==> src/design/sli_pkg.sv <==
// package of constants and carrier types for the status and interlock block
package sli_pkg;

  // ---------------------------------------------------------------
  // clock and timing
  // ---------------------------------------------------------------
  localparam int unsigned CLK_HZ        = 100_000_000;
  localparam int unsigned RS232_BAUD    = 28_800;
  localparam int unsigned BAUD_DIV      = (CLK_HZ + RS232_BAUD / 2) / RS232_BAUD;
  localparam int unsigned DATA_BITS     = 8;
  localparam int unsigned ACT_HOLD_MS   = 50;
  localparam int unsigned ACT_HOLD_CYC  = (CLK_HZ / 1000) * ACT_HOLD_MS;
  localparam int unsigned SYNC_STAGES   = 2;

  // ---------------------------------------------------------------
  // supply range in millivolts, 24 V plus or minus 2 V
  // ---------------------------------------------------------------
  localparam logic [15:0] SUPPLY_MIN_MV = 16'd22000;
  localparam logic [15:0] SUPPLY_MAX_MV = 16'd26000;

  // ---------------------------------------------------------------
  // indicator bit positions
  // ---------------------------------------------------------------
  localparam int unsigned LED_POWER = 0;
  localparam int unsigned LED_EMIS  = 1;
  localparam int unsigned LED_MULT  = 2;
  localparam int unsigned LED_DEGAS = 3;
  localparam int unsigned LED_LACT  = 4;
  localparam int unsigned LED_LERR  = 5;
  localparam int unsigned LED_PRESS = 6;
  localparam int unsigned LED_SYS   = 7;
  localparam logic [7:0]  LED_RST   = 8'h00;

  // ---------------------------------------------------------------
  // carrier types
  // ---------------------------------------------------------------
  typedef struct packed {
    logic power;
    logic emission;
    logic multiplier;
    logic degas;
    logic link_act;
    logic link_err;
    logic pressure;
    logic sys_err;
  } sli_led_t;

  typedef struct packed {
    logic emis_req;
    logic bias_req;
    logic degas_run;
    logic worn_fil;
    logic overpress;
    logic no_emis_reg;
    logic hw_err;
    logic probe_err;
  } sli_ctl_t;

  typedef struct packed {
    logic usb;
    logic lan;
    logic rs232;
  } sli_link_t;

  typedef enum logic [1:0] {
    SLI_PWR_IDLE,
    SLI_PWR_CHECK,
    SLI_PWR_OK,
    SLI_PWR_FAIL
  } sli_pwr_st_t;

endpackage

==> src/design/sli_top.sv <==
// status indicator and safety interlock top level
`timescale 1ns/10ps

// Overview of operation
// - power indicator only if supply within 24V +/-2V
// - same check on internal module output
// - emission indicator on nonzero request or degas
// - emission off on zero request or fault
// - multiplier indicator exactly while bias applied
// - bias off: zero request, degas, overpressure
// - degas indicator throughout degas process
// - activity indicator from usb, lan, rs232 traffic
// - link error indicator on interface errors
// - pressure indicator when emission unreachable
// - overpressure kills emission, multiplier; lights error, leak
// - system error on any operational error
// - grounded permit input kills emission and bias
// - trigger starts scan only when armed
// - rs232 fixed 28800 baud 8N1
// - rs232 dce with rts/cts flow control
// - one general purpose bit, in or out
module sli_top
  import sli_pkg::*;
#(
  parameter int unsigned HOLD_CYC = ACT_HOLD_CYC
)(
  // clock and reset
  input  wire logic            i_mclk,
  input  wire logic            i_rst_b,
  // supply monitor
  input  wire logic [15:0]     i_supply_mv,
  input  wire logic            i_int_supply,
  // firmware control and status bits
  input  wire sli_pkg::sli_ctl_t  i_ctl,
  input  wire sli_pkg::sli_link_t i_link_act,
  input  wire sli_pkg::sli_link_t i_link_err,
  input  wire logic            i_scan_arm,
  // external pins
  input  wire logic            i_high_voltage_permit,
  input  wire logic            i_scan_trigger_input,
  // general purpose bit
  input  wire logic            i_gpio_in,
  output logic                 o_gpio_out,
  output logic                 o_gpio_oe_b,
  input  wire logic            i_gpio_dir_out,
  input  wire logic            i_gpio_wdata,
  output logic                 o_gpio_rdata,
  // rs232 pins, device is dce
  input  wire logic            i_rs232_rxd,
  output logic                 o_rs232_txd,
  input  wire logic            i_rs232_rts,
  output logic                 o_rs232_cts,
  // rs232 byte side
  input  wire logic [7:0]      i_tx_data,
  input  wire logic            i_tx_valid,
  output logic                 o_tx_ready,
  output logic [7:0]           o_rx_data,
  output logic                 o_rx_valid,
  input  wire logic            i_rx_ready,
  // outputs
  output logic                 o_emission_en,
  output logic                 o_multiplier_en,
  output logic                 o_scan_start,
  output logic                 o_leak_indicator,
  output sli_pkg::sli_led_t    o_led
);
  import sli_pkg::*;

  // ---------------------------------------------------------------
  // synchronisers
  // ---------------------------------------------------------------
  logic [SYNC_STAGES-1:0] permit_s_q;
  logic [SYNC_STAGES-1:0] scan_trigger_input_s_q;
  logic [SYNC_STAGES-1:0] gpio_s_q;
  logic [SYNC_STAGES-1:0] rxd_s_q;
  logic [SYNC_STAGES-1:0] rts_s_q;

  always_ff @(posedge i_mclk or negedge i_rst_b)
  begin
    if (!i_rst_b)
    begin
      permit_s_q <= '0;
      scan_trigger_input_s_q   <= '0;
      gpio_s_q   <= '0;
      rxd_s_q    <= '1;
      rts_s_q    <= '0;
    end
    else
    begin
      permit_s_q <= {permit_s_q[0], i_high_voltage_permit};
      scan_trigger_input_s_q   <= {scan_trigger_input_s_q[0], i_scan_trigger_input};
      gpio_s_q   <= {gpio_s_q[0], i_gpio_in};
      rxd_s_q    <= {rxd_s_q[0], i_rs232_rxd};
      rts_s_q    <= {rts_s_q[0], i_rs232_rts};
    end
  end

  // permit pulled to ground acts as a level, low blocks high voltage
  wire permit_ok = permit_s_q[1];
  wire scan_trigger_input_sync = scan_trigger_input_s_q[1];
  wire rts_ok    = rts_s_q[1];

  // ---------------------------------------------------------------
  // supply check, run once after reset release
  // ---------------------------------------------------------------
  sli_pwr_st_t pwr_st_q;
  sli_pwr_st_t pwr_st_d;
  // internal module output is presented on the same monitor input
  wire supply_in_range = (i_supply_mv >= SUPPLY_MIN_MV)
                      && (i_supply_mv <= SUPPLY_MAX_MV);

  always_comb
  begin
    pwr_st_d = pwr_st_q;
    unique case (pwr_st_q)
      SLI_PWR_IDLE:  pwr_st_d = SLI_PWR_CHECK;
      SLI_PWR_CHECK: pwr_st_d = supply_in_range ? SLI_PWR_OK : SLI_PWR_FAIL;
      SLI_PWR_OK:    pwr_st_d = SLI_PWR_OK;
      SLI_PWR_FAIL:  pwr_st_d = SLI_PWR_FAIL;
    endcase
  end

  always_ff @(posedge i_mclk or negedge i_rst_b)
  begin
    if (!i_rst_b)
      pwr_st_q <= SLI_PWR_IDLE;
    else
      pwr_st_q <= pwr_st_d;
  end

  wire power_good = (pwr_st_q == SLI_PWR_OK);
  wire power_fail = (pwr_st_q == SLI_PWR_FAIL);

  // ---------------------------------------------------------------
  // interlocks
  // ---------------------------------------------------------------
  // overpressure is latched so a brief excursion still leaves emission off
  logic overpress_q;
  always_ff @(posedge i_mclk or negedge i_rst_b)
  begin
    if (!i_rst_b)
      overpress_q <= 1'b0;
    else if (i_ctl.overpress)
      overpress_q <= 1'b1;
    else if (!i_ctl.emis_req)
      overpress_q <= 1'b0;
  end

  wire ovp_any  = i_ctl.overpress || overpress_q;
  wire fil_trip = ovp_any || i_ctl.worn_fil;
  wire emis_d   = (i_ctl.emis_req || i_ctl.degas_run)
                  && !fil_trip && permit_ok;
  wire mult_d   = i_ctl.bias_req && !i_ctl.degas_run
                  && !ovp_any && permit_ok;

  always_ff @(posedge i_mclk or negedge i_rst_b)
  begin
    if (!i_rst_b)
    begin
      o_emission_en   <= 1'b0;
      o_multiplier_en <= 1'b0;
    end
    else
    begin
      o_emission_en   <= emis_d;
      o_multiplier_en <= mult_d;
    end
  end

  // ---------------------------------------------------------------
  // scan trigger
  // ---------------------------------------------------------------
  logic scan_trigger_input_d1_q;
  always_ff @(posedge i_mclk or negedge i_rst_b)
  begin
    if (!i_rst_b)
    begin
      scan_trigger_input_d1_q    <= 1'b0;
      o_scan_start <= 1'b0;
    end
    else
    begin
      scan_trigger_input_d1_q    <= scan_trigger_input_sync;
      o_scan_start <= scan_trigger_input_sync && !scan_trigger_input_d1_q && i_scan_arm;
    end
  end

  // ---------------------------------------------------------------
  // general purpose bit, enable low while driving
  // ---------------------------------------------------------------
  always_ff @(posedge i_mclk or negedge i_rst_b)
  begin
    if (!i_rst_b)
    begin
      o_gpio_out   <= 1'b0;
      o_gpio_oe_b  <= 1'b1;
      o_gpio_rdata <= 1'b0;
    end
    else
    begin
      o_gpio_out   <= i_gpio_wdata;
      o_gpio_oe_b  <= !i_gpio_dir_out;
      o_gpio_rdata <= gpio_s_q[1];
    end
  end

  // ---------------------------------------------------------------
  // rs232 link
  // ---------------------------------------------------------------
  logic       uart_rx_valid;
  logic       uart_rx_err;
  logic [7:0] uart_rx_data;
  logic       uart_tx_ready;
  logic       uart_txd;

  // host may send only while cts is high; cts follows our ready to take
  assign o_rs232_cts = i_rx_ready;
  assign o_tx_ready  = uart_tx_ready;
  assign o_rs232_txd = uart_txd;
  assign o_rx_data   = uart_rx_data;
  assign o_rx_valid  = uart_rx_valid;

  sli_uart #(
    .DIV (BAUD_DIV)
  ) u_uart (
    .i_mclk      (i_mclk),
    .i_rst_b     (i_rst_b),
    .i_rxd       (rxd_s_q[1]),
    .o_txd       (uart_txd),
    .i_tx_permit (rts_ok),
    .i_tx_data   (i_tx_data),
    .i_tx_valid  (i_tx_valid),
    .o_tx_ready  (uart_tx_ready),
    .o_rx_data   (uart_rx_data),
    .o_rx_valid  (uart_rx_valid),
    .o_rx_err    (uart_rx_err)
  );

  // ---------------------------------------------------------------
  // link activity and error stretchers
  // ---------------------------------------------------------------
  // stretch short events so the indicator is visible to the eye
  wire act_evt = i_link_act.usb || i_link_act.lan || i_link_act.rs232
              || uart_rx_valid || (i_tx_valid && uart_tx_ready);
  wire err_evt = i_link_err.usb || i_link_err.lan || i_link_err.rs232
              || uart_rx_err;
  logic [31:0] act_cnt_q;
  logic [31:0] err_cnt_q;

  always_ff @(posedge i_mclk or negedge i_rst_b)
  begin
    if (!i_rst_b)
    begin
      act_cnt_q <= 32'h0000_0000;
      err_cnt_q <= 32'h0000_0000;
    end
    else
    begin
      act_cnt_q <= act_evt ? 32'(HOLD_CYC)
                 : (act_cnt_q != 32'h0 ? act_cnt_q - 32'h1 : 32'h0);
      err_cnt_q <= err_evt ? 32'(HOLD_CYC)
                 : (err_cnt_q != 32'h0 ? err_cnt_q - 32'h1 : 32'h0);
    end
  end

  // ---------------------------------------------------------------
  // indicators
  // ---------------------------------------------------------------
  wire sys_err_d = power_fail || ovp_any || i_ctl.hw_err || i_ctl.probe_err
                || (err_cnt_q != 32'h0) || i_ctl.worn_fil;

  always_ff @(posedge i_mclk or negedge i_rst_b)
  begin
    if (!i_rst_b)
    begin
      o_led            <= sli_led_t'(LED_RST);
      o_leak_indicator <= 1'b0;
    end
    else
    begin
      o_led.power      <= power_good;
      o_led.emission   <= emis_d;
      o_led.multiplier <= mult_d;
      o_led.degas      <= i_ctl.degas_run;
      o_led.link_act   <= (act_cnt_q != 32'h0) || act_evt;
      o_led.link_err   <= (err_cnt_q != 32'h0) || err_evt;
      o_led.pressure   <= i_ctl.no_emis_reg || ovp_any
                          || i_ctl.worn_fil;
      o_led.sys_err    <= sys_err_d;
      o_leak_indicator <= ovp_any;
    end
  end
endmodule

==> src/design/sli_uart.sv <==
// rs232 byte transceiver, 8 data bits, no parity, one stop bit, rts/cts paced
`timescale 1ns/10ps
module sli_uart
  import sli_pkg::*;
#(
  parameter int unsigned DIV = BAUD_DIV
)(
  // clock and reset
  input  wire logic       i_mclk,
  input  wire logic       i_rst_b,
  // serial pins, already synchronised
  input  wire logic       i_rxd,
  output logic            o_txd,
  input  wire logic       i_tx_permit,
  // byte side
  input  wire logic [7:0] i_tx_data,
  input  wire logic       i_tx_valid,
  output logic            o_tx_ready,
  output logic [7:0]      o_rx_data,
  output logic            o_rx_valid,
  output logic            o_rx_err
);

  // ---------------------------------------------------------------
  // transmitter
  // ---------------------------------------------------------------
  logic [15:0] tx_cnt_q;
  logic [3:0]  tx_bit_q;
  logic [9:0]  tx_sh_q;
  logic        tx_busy_q;
  wire         tx_tick  = (tx_cnt_q == 16'(DIV - 1));
  wire         tx_start = i_tx_valid && !tx_busy_q && i_tx_permit;

  assign o_tx_ready = !tx_busy_q && i_tx_permit;
  assign o_txd      = tx_sh_q[0];

  always_ff @(posedge i_mclk or negedge i_rst_b)
  begin
    if (!i_rst_b)
    begin
      tx_cnt_q  <= 16'h0000;
      tx_bit_q  <= 4'h0;
      tx_sh_q   <= 10'h3ff;
      tx_busy_q <= 1'b0;
    end
    else if (tx_start)
    begin
      tx_sh_q   <= {1'b1, i_tx_data, 1'b0};
      tx_busy_q <= 1'b1;
      tx_cnt_q  <= 16'h0000;
      tx_bit_q  <= 4'h0;
    end
    else if (tx_busy_q)
    begin
      tx_cnt_q <= tx_tick ? 16'h0000 : tx_cnt_q + 16'h0001;
      if (tx_tick)
      begin
        tx_sh_q  <= {1'b1, tx_sh_q[9:1]};
        tx_bit_q <= tx_bit_q + 4'h1;
        if (tx_bit_q == 4'h9)
          tx_busy_q <= 1'b0;
      end
    end
  end

  // ---------------------------------------------------------------
  // receiver, samples mid bit
  // ---------------------------------------------------------------
  logic [15:0] rx_cnt_q;
  logic [3:0]  rx_bit_q;
  logic [7:0]  rx_sh_q;
  logic        rx_busy_q;
  wire         rx_tick = (rx_cnt_q == 16'(DIV - 1));
  wire         rx_half = (rx_cnt_q == 16'(DIV / 2));

  always_ff @(posedge i_mclk or negedge i_rst_b)
  begin
    if (!i_rst_b)
    begin
      rx_cnt_q   <= 16'h0000;
      rx_bit_q   <= 4'h0;
      rx_sh_q    <= 8'h00;
      rx_busy_q  <= 1'b0;
      o_rx_data  <= 8'h00;
      o_rx_valid <= 1'b0;
      o_rx_err   <= 1'b0;
    end
    else
    begin
      o_rx_valid <= 1'b0;
      o_rx_err   <= 1'b0;
      if (!rx_busy_q)
      begin
        rx_cnt_q <= 16'h0000;
        rx_bit_q <= 4'h0;
        if (!i_rxd)
          rx_busy_q <= 1'b1;
      end
      else
      begin
        rx_cnt_q <= rx_tick ? 16'h0000 : rx_cnt_q + 16'h0001;
        if (rx_half)
        begin
          rx_bit_q <= rx_bit_q + 4'h1;
          if (rx_bit_q == 4'h0 && i_rxd)
            rx_busy_q <= 1'b0;
          else if (rx_bit_q >= 4'h1 && rx_bit_q <= 4'h8)
            rx_sh_q <= {i_rxd, rx_sh_q[7:1]};
          else if (rx_bit_q == 4'h9)
          begin
            rx_busy_q  <= 1'b0;
            o_rx_data  <= rx_sh_q;
            o_rx_valid <= i_rxd;
            o_rx_err   <= !i_rxd;
          end
        end
      end
    end
  end

endmodule

==> config.mk <==
export PLATFORM = sky130hd
export DESIGN_NAME = sli_top
export DESIGN_NICKNAME = d
export VERILOG_FILES = /design/src/design/sli_pkg.sv /design/src/design/sli_top.sv /design/src/design/sli_uart.sv
export SDC_FILE = /design/constraint.sdc
export NUM_CORES = 1
export LEC_CHECK = 0
export ABC_AREA = 1
export BUFFER_PORTS_ARGS = -buffer_cell sky130_fd_sc_hd__buf_2
export CAP_MARGIN = 20
export CORE_ASPECT_RATIO = 1.5
export CORE_UTILIZATION = 50
export DETAILED_ROUTE_END_ITERATION = 8
export PLACE_DENSITY = 0.76
export SKIP_CTS_REPAIR_TIMING = 1
export SLEW_MARGIN = 20
export SYNTH_ARGS = -nofsm -noshare
export SYNTH_HDL_FRONTEND = slang
export SYNTH_SLANG_ARGS = --single-unit
==> constraint.sdc <==
create_clock -name i_mclk -period 1.5 [get_ports i_mclk]
set_input_delay 0.3 -clock i_mclk [delete_from_list [all_inputs] [get_ports i_mclk]]
set_output_delay 0.3 -clock i_mclk [all_outputs]
set_load 0.1 [all_outputs]
==> results of run 1 <==
[sequential cells by signal, summed over array words and instances, names as in the netlist, 8 cells and up]
register	flops
u_uart.o_rx_data	8
act_cnt_q	32
o_led	8
err_cnt_q	32
u_uart.tx_sh_q	9
u_uart.tx_cnt_q	16
u_uart.rx_sh_q	8
u_uart.rx_cnt_q	16
[final cells by class]
cell class	count	area [µm²]
clock buffers	18	429.2
clock inverters	14	156.4
fillers	1056	4528
inverters	90	342.8
multi-input cells	750	4409
flip-flops and latches	160	4023
well taps	206	257.7
repair buffers	264	2043
[power by group]
| group | total, mW | switching, mW | internal [mW] |
|---|---|---|---|
| sequential | 4.40 | 0.0320 | 4.37 |
| combinational | 0.720 | 0.448 | 0.272 |
| clock | 4.34 | 1.87 | 2.47 |
[stage by stage]
step	hold slack, ns	power (mW)	cells
final	0.01423	9.466	1502
after global routing	-0.003091	9.744	1502
after CTS	-0.3120	9.441	1476
after detailed placement	0.1482	5.119	1444
after global placement	0.1478	5.105	1444
after floorplan	0.004409	4.812	1010
[placed cells by master (no fill, tap or decap), types with 4 or more instances in the layout]
cell,synthesis,routed
a21oi_1,14,13
buf_12,1,7
buf_2,7,53
buf_4,3,158
buf_6,1,19
clkbuf_16,0,17
clkbuf_4,0,17
clkinvlp_4,0,6
dfrtp_1,148,145
dfstp_2,12,12
dlygate4sd3_1,0,8
ha_1,10,4
ha_4,0,5
inv_1,81,71
inv_2,8,16
mux2i_1,6,6
nand2_1,245,212
nand2_2,4,27
nand2_4,2,13
nand2_8,1,4
nand3_1,60,50
nand3_2,1,9
nand3_4,3,5
nand3b_1,5,5
nand4_1,12,12
nor2_1,221,175
nor2_2,7,41
nor2_4,13,25
nor3_1,9,8
nor3_4,1,4
o21ai_0,44,15
o21ai_1,2,15
o21ai_2,0,16
o21bai_1,9,9
xnor2_1,20,20
xor2_1,35,35
[cell usage after synthesis (2+ instances only)]
| cell type | n |
|---|---|
| or2_2 | 2 |
| o31ai_1 | 2 |
| a21boi_1 | 2 |
| nand4_1 | 12 |
| dfstp_2 | 12 |
| o21ai_0 | 44 |
| o21bai_1 | 9 |
| o22ai_1 | 2 |
| nor2_1 | 221 |
| mux2i_1 | 6 |
| nor2_2 | 7 |
| nand2_1 | 245 |
| dfrtp_1 | 148 |
| nor3_1 | 9 |
| ha_1 | 10 |
| buf_2 | 7 |
| xor2_1 | 35 |
| nand3_4 | 3 |
| nand3b_1 | 5 |
| o21ai_1 | 2 |
| nand2_2 | 4 |
| inv_1 | 81 |
| nor2_8 | 2 |
| a21oi_1 | 14 |
| nor3_2 | 4 |
| buf_4 | 3 |
| xnor2_1 | 20 |
| inv_2 | 8 |
| nand2_4 | 2 |
| nand3_1 | 60 |
| nor2_4 | 13 |
[per-layer routing]
layer | track usage, % | routed length (µm) | vias up
met1 | 26.74 | 8185 | 3722
met5 | 0 | 0 | -
met4 | 13.14 | 924 | 0
li1 | - | - | 3759
met2 | 45.34 | 12080 | 221
met3 | 3.234 | 660 | 80
[path summary, 6_finish.rpt]
path / startpoint / end / depth (start not counted)
setup / recovery: act_cnt_q[1] / act_cnt_q[5] / 9
max in group asynchronous: i_rst_b / rxd_s_q[0] / 3
hold reg to reg: gpio_s_q[1] / o_gpio_rdata / 0
hold / removal: i_gpio_in / gpio_s_q[0] / 1
setup reg to reg: act_cnt_q[1] / act_cnt_q[5] / 9
min in group asynchronous: i_rst_b / u_uart.tx_cnt_q[9] / 2
[critical path: cells and delay by family, from the launching register on]
family                   cells  cell delay (ns)
flip-flops                   1             0.38
buffers and inverters        1             0.10
AND/OR/NAND/NOR              7             0.93
adder cells (fa/ha/maj)      1             0.17
[cell families (layout without fill, tap and decap cells)]
family / Yosys count / after routing
XOR/XNOR: 55 / 55
flip-flops: 160 / 160
buffers and inverters: 104 / 386
AO/OA/AOI/OAI: 79 / 79
multiplexers: 6 / 6
adder cells (fa/ha/maj): 10 / 10
AND/OR/NAND/NOR: 596 / 600
==> summary.md, run 1 <==
| Metric | Value |
|---|---|
| Status | finished, violations left |
| Failing checks | negative setup slack |
| Antenna-violating nets left | 0 |
| Area delta synth->final | 41.36% |
| Global-route wire length before repair | 32.92 mm |
| CTS tree | done |
| DP Area | 10170 µm² |
| Final Util | just over 70% |
| Die width | ~110 µm |
| Core Area | 16190 µm² |
| Worst Tran Pin Value | 0.5057 ns |
| CTS buffer count | 17 |
| Fmax achieved | 0.5876 GHz |
| Number of enable flip-flop cells after synthesis | 0 |
| Critical Path End Type | register |
| Worst relative slew slack | about 67% |
| Top cells by area, synth | dfrtp_1, nand2_1, nor2_1, dfstp_2, xor2_1 |
| Synthesized netlist net count | roughly 1100 |
| Synth Register Bits | 160 |
| Ys Warns | 0 |
| Final Critical Period | 1.702 ns |
| Largest net degree at the start of global routing | 54 |
| Ports | just under 80 |
| Syn Inst Count | ~1000 |
| Slowest stage cell, crit path | dfrtp_1 |
| Layout cell share with drive strength beyond 1 | 37.11% |
| Synth top area share | between 40% and 50% |
| Seq/Total Area, Yosys | roughly half |
| Global Route Usage Sum | roughly a quarter |
| Port Buf Inserts | 74 |
| Gpl congestion | ~0.96 |
| Skew final | a little under 0.008 ns |
| Avg WL per Cell | 14.55 µm |
| Primary FF master, synth | dfrtp_1 |
| DR iter-0 viols | around 370 |
| Detail Placement HPWL | 14.36 mm |
| Area leader, netlist | dfrtp_1 |
| Worst-path clk slew | 0.06 ns |
| Fin area | approximately 12000 µm² |
| Via density | 5.181 |
| Main combinational cell family by area after synthesis | simple AND/OR/NAND/NOR gates |
| Fin nets | 1344 |
| Cell variety after synth | 47 |
| CP most frequent cell | nand2_4 |
| Vias | around 7800 |
| # diodes | 0 |
| Hold Crit Class | in2reg |
| Biggest fanout along the worst timing path | 5 |
| Final setup violation count | roughly 100 |
| Final routed DRC violation total | 0 |
| Reg2Reg Setup Slack | -0.20 ns |
| Post-synthesis mux area share | less than 1% |
| Crit start category | register |
| Full die area | approximately 17000 µm² |
| Largest stage delay on the critical path | between 0.3 and 0.4 ns |
| Grt ovf | 0 |
| WL final | 21.85 mm |
| Async S/R FF share, synth | 100.0% |
| Initial antenna violation count | 0 |
| Total of max-cap violations | 0 |
| Starting Density | about half |
| DP Worst Slack | -0.1997 ns |
| Static leakage | 5.514 nW |
| Slew Limit Fails | 0 |
| Fin. Hold Viols | 0 |
| Pwr dens | around 800 nW/µm² |
| Crit-path cells | inv_2, ha_4, nand3_4, nor2_4, nand2_2, nor3_4, nand2_4, nand2_4, nor2_1 |
| RSZ-0062 raised after global routing | true |
| Adder-cell share of the synthesized area | 1.517% |
| CTS root buffer | clkbuf_16 |
| H-tree Lvls | 4 |
| Critical path class | reg2reg |
| 1st-pass router iterations | 6 |
| Setup tns final | -8.511 ns |
| Synth Area in Compound Gates | roughly 5.4% |
| CTS Sinks | 160 |
| Vert. Die Dim | approximately 160 µm |
| Post-synthesis average cell area | 8.167 µm² |
| Synthesized area | between 8000 and 9000 µm² |
| Crit share post-route | 113.5% |
| CTS max path bufs | 2 |
| Vias in the first global route | roughly 7500 |
| Worst-skew pair later-pin latency | about 0.44 ns |
| Worst Path Arrival | approximately 2.0 ns |
| Final setup margin | -0.2018 ns |
| Row Count | 57 |
| Req. time, crit path | between 1.5 and 2 ns |
| Worst IR Drop VDD | about 0.56 mV |
| Synth Area in Simple Gates | between 30% and 40% |
| Xor-xnor portion of the synthesized cell area | between 5 and 6% |
Power figures use the tool's default switching activity.
==> run 2, diff against run 1 <==
--- a/config.mk
+++ b/config.mk
@@ -10,6 +10,7 @@
 export CAP_MARGIN = 20
 export CORE_ASPECT_RATIO = 1.5
 export CORE_UTILIZATION = 50
+export CTS_BUF_LIST = sky130_fd_sc_hd__clkbuf_4 sky130_fd_sc_hd__clkbuf_8
 export DETAILED_ROUTE_END_ITERATION = 8
 export PLACE_DENSITY = 0.76
 export SKIP_CTS_REPAIR_TIMING = 1
==> run 2 against run 1 <==
Against the previous run: combinational power grew 17%; sequential cell count unchanged; cell count grew 1.6%; largest cell class unchanged; the run still ends with negative setup slack left; register-to-register slack worse by 0.14 ns; die area stayed put.
==> summary.md, run 2 (synthesized netlist as in run 1, its figures left out) <==
| Metric | Value |
|---|---|
| Fin. Hold Viols | 0 (unchanged) |
| Setup tns final | -15.09 ns (was -8.511 ns) |
| Final setup violation count | 113 (was 102) |
| Biggest fanout along the worst timing path | 5 (unchanged) |
| Req. time, crit path | 1.86 ns (was 1.82 ns) |
| Full die area | 17030 µm² (unchanged) |
| Fin nets | 1368 (was 1344) |
| Avg WL per Cell | 16.93 µm (was 14.55 µm) |
| Pwr dens | 705.5 nW/µm² (was 811.7 nW/µm²) |
| WL final | 25.84 mm (was 21.85 mm) |
| Hold Crit Class | in2reg (unchanged) |
| Final Critical Period | 1.841 ns (was 1.702 ns) |
| Antenna-violating nets left | 0 (unchanged) |
| Grt ovf | 0 (unchanged) |
| Critical path class | reg2reg (unchanged) |
| Worst relative slew slack | 70.29% (was 66.52%) |
| Largest registers | act_cnt_q: 32 flops, err_cnt_q: 32 flops (unchanged) |
| Status | finished, violations left (unchanged) |
| CTS root buffer | clkbuf_8 (was clkbuf_16) |
| Largest net degree at the start of global routing | 54 (unchanged) |
| Starting Density | 50.95% (unchanged) |
| Final Util | 74.48% (was 72.03%) |
| Initial antenna violation count | 0 (unchanged) |
| Global Route Usage Sum | 23.70% (was 24.57%) |
| Fmax achieved | 0.5432 GHz (was 0.5876 GHz) |
| Final setup margin | -0.3410 ns (was -0.2018 ns) |
| Failing checks | negative setup slack (unchanged) |
| Vias | 8396 (was 7782) |
| Final routed DRC violation total | 0 (unchanged) |
| Gpl congestion | 0.9555 (unchanged) |
| Vias in the first global route | 7407 (was 7509) |
| Row Count | 57 (unchanged) |
| Core Area | 16190 µm² (unchanged) |
| Worst-skew pair later-pin latency | 0.47 ns (was 0.44 ns) |
| Commonest non-fill, non-tap cell in the layout | nand2_1 (unchanged) |
| Worst-path clk slew | 0.09 ns (was 0.06 ns) |
| Area delta synth->final | 46.17% (was 41.36%) |
| 1st-pass router iterations | 8 (was 6) |
| Total of max-cap violations | 0 (unchanged) |
| # diodes | 0 (unchanged) |
| CTS buffer count | 17 (unchanged) |
| CTS max path bufs | 2 (unchanged) |
| Slew Limit Fails | 0 (unchanged) |
| Ports | 78 (unchanged) |
| Die width | 106.9 µm (unchanged) |
| Leading cell types in the layout, fill and taps excluded | nand2_1, buf_4, dfrtp_1, nor2_1, inv_1 (was nand2_1, nor2_1, buf_4, dfrtp_1, inv_1) |
| Crit start category | register (unchanged) |
| H-tree Lvls | 4 (unchanged) |
| Vert. Die Dim | 159.3 µm (unchanged) |
| DR iter-0 viols | 649 (was 368) |
| Reg2Reg Setup Slack | -0.34 ns (was -0.20 ns) |
| Worst Path Arrival | 2.20 ns (was 2.02 ns) |
| Critical Path End Type | register (unchanged) |
| Skew final | 0.01150 ns (was 0.007810 ns) |
| Layout cell share with drive strength beyond 1 | 43.41% (was 37.11%) |
| Port Buf Inserts | 74 (unchanged) |
| Detail Placement HPWL | 14.36 mm (unchanged) |
| Global-route wire length before repair | 32.02 mm (was 32.92 mm) |
| Worst Tran Pin Value | 0.4344 ns (was 0.5057 ns) |
| Number of fill cells in the layout | 973 (was 1056) |
| CTS tree | done (unchanged) |
| Worst IR Drop VDD | 0.5206 mV (was 0.5627 mV) |
| Crit share post-route | 122.7% (was 113.5%) |
| Static leakage | 5.642 nW (was 5.514 nW) |
| Via density | 5.502 (was 5.181) |
| RSZ-0062 raised after global routing | true (unchanged) |
| CTS Sinks | 160 (unchanged) |
==> run 2: cell count changes in the layout (fill, tap and decap cells not counted), moves of 15 or more <==
cell	before	now
nor2_1	175	142
buf_4	158	178
nor2_2	41	61
clkbuf_8	0	17
nand2_1	212	195
clkbuf_16	17	2
==> run 2: cell type report <==
class                           instances  area (µm²)  area share, %
Clock buffer                           18       241.5          2.003
Clock inverter                         14       156.4          1.297
Inverter                               90       350.3          2.905
Multi-Input combinational cell        749        4703          39.01
Sequential cell                       160        4023          33.36
Tap cell                              206       257.7          2.138
Timing Repair Buffer                  288        2320          19.24
Timing Repair inverter                  1       6.256        0.05188
==> run 2: worst paths after layout <==
path / depth (start not counted) / start / endpoint
hold / removal: 3 / i_ctl[2] / o_led[1]
setup reg to reg: 8 / act_cnt_q[5] / act_cnt_q[2]
max in group asynchronous: 3 / i_rst_b / o_gpio_oe_b
hold reg to reg: 0 / gpio_s_q[1] / o_gpio_rdata
setup / recovery: 8 / act_cnt_q[5] / act_cnt_q[2]
min in group asynchronous: 2 / i_rst_b / u_uart.tx_cnt_q[9]
==> run 2: worst max-delay path, cell delays in order (launching register included) <==
cell,delay (ns)
dfrtp_1,0.45
nor2_1,0.17
nand2_1,0.17
nor2_4,0.20
nand2_2,0.11
nor3_4,0.24
nand2_4,0.17
nand2_8,0.15
nor2_1,0.05
==> run 2: report_power, final <==
part           switching, mW  internal (mW)
Clock                   1.74           1.52
Combinational          0.515          0.327
Sequential            0.0382           4.36
==> run 2: through the flow <==
step	cells	hold slack (ns)	setup WS (ns)	power [mW]	instance area (µm²)
2_1_floorplan	1010	0.004409	-0.1080	4.812	8278
3_3_place_gp	1444	0.1478	-0.1217	5.105	10170
3_5_place_dp	1444	0.1482	-0.1997	5.119	10170
4_1_cts	1476	-0.3489	-0.2277	8.311	10570
5_1_grt	1526	0.03716	-0.3751	8.747	12060
6_report	1526	0.02841	-0.3410	8.507	12060
==> run 2: per-layer routing <==
metal	vias to the layer above	global-route usage (%)	share of wire, %
met1	4050	26.10	36
met5	-	0	0
met2	391	42.93	53
met3	155	3.930	4.8
li1	3800	-	-
met4	0	12.39	6.5
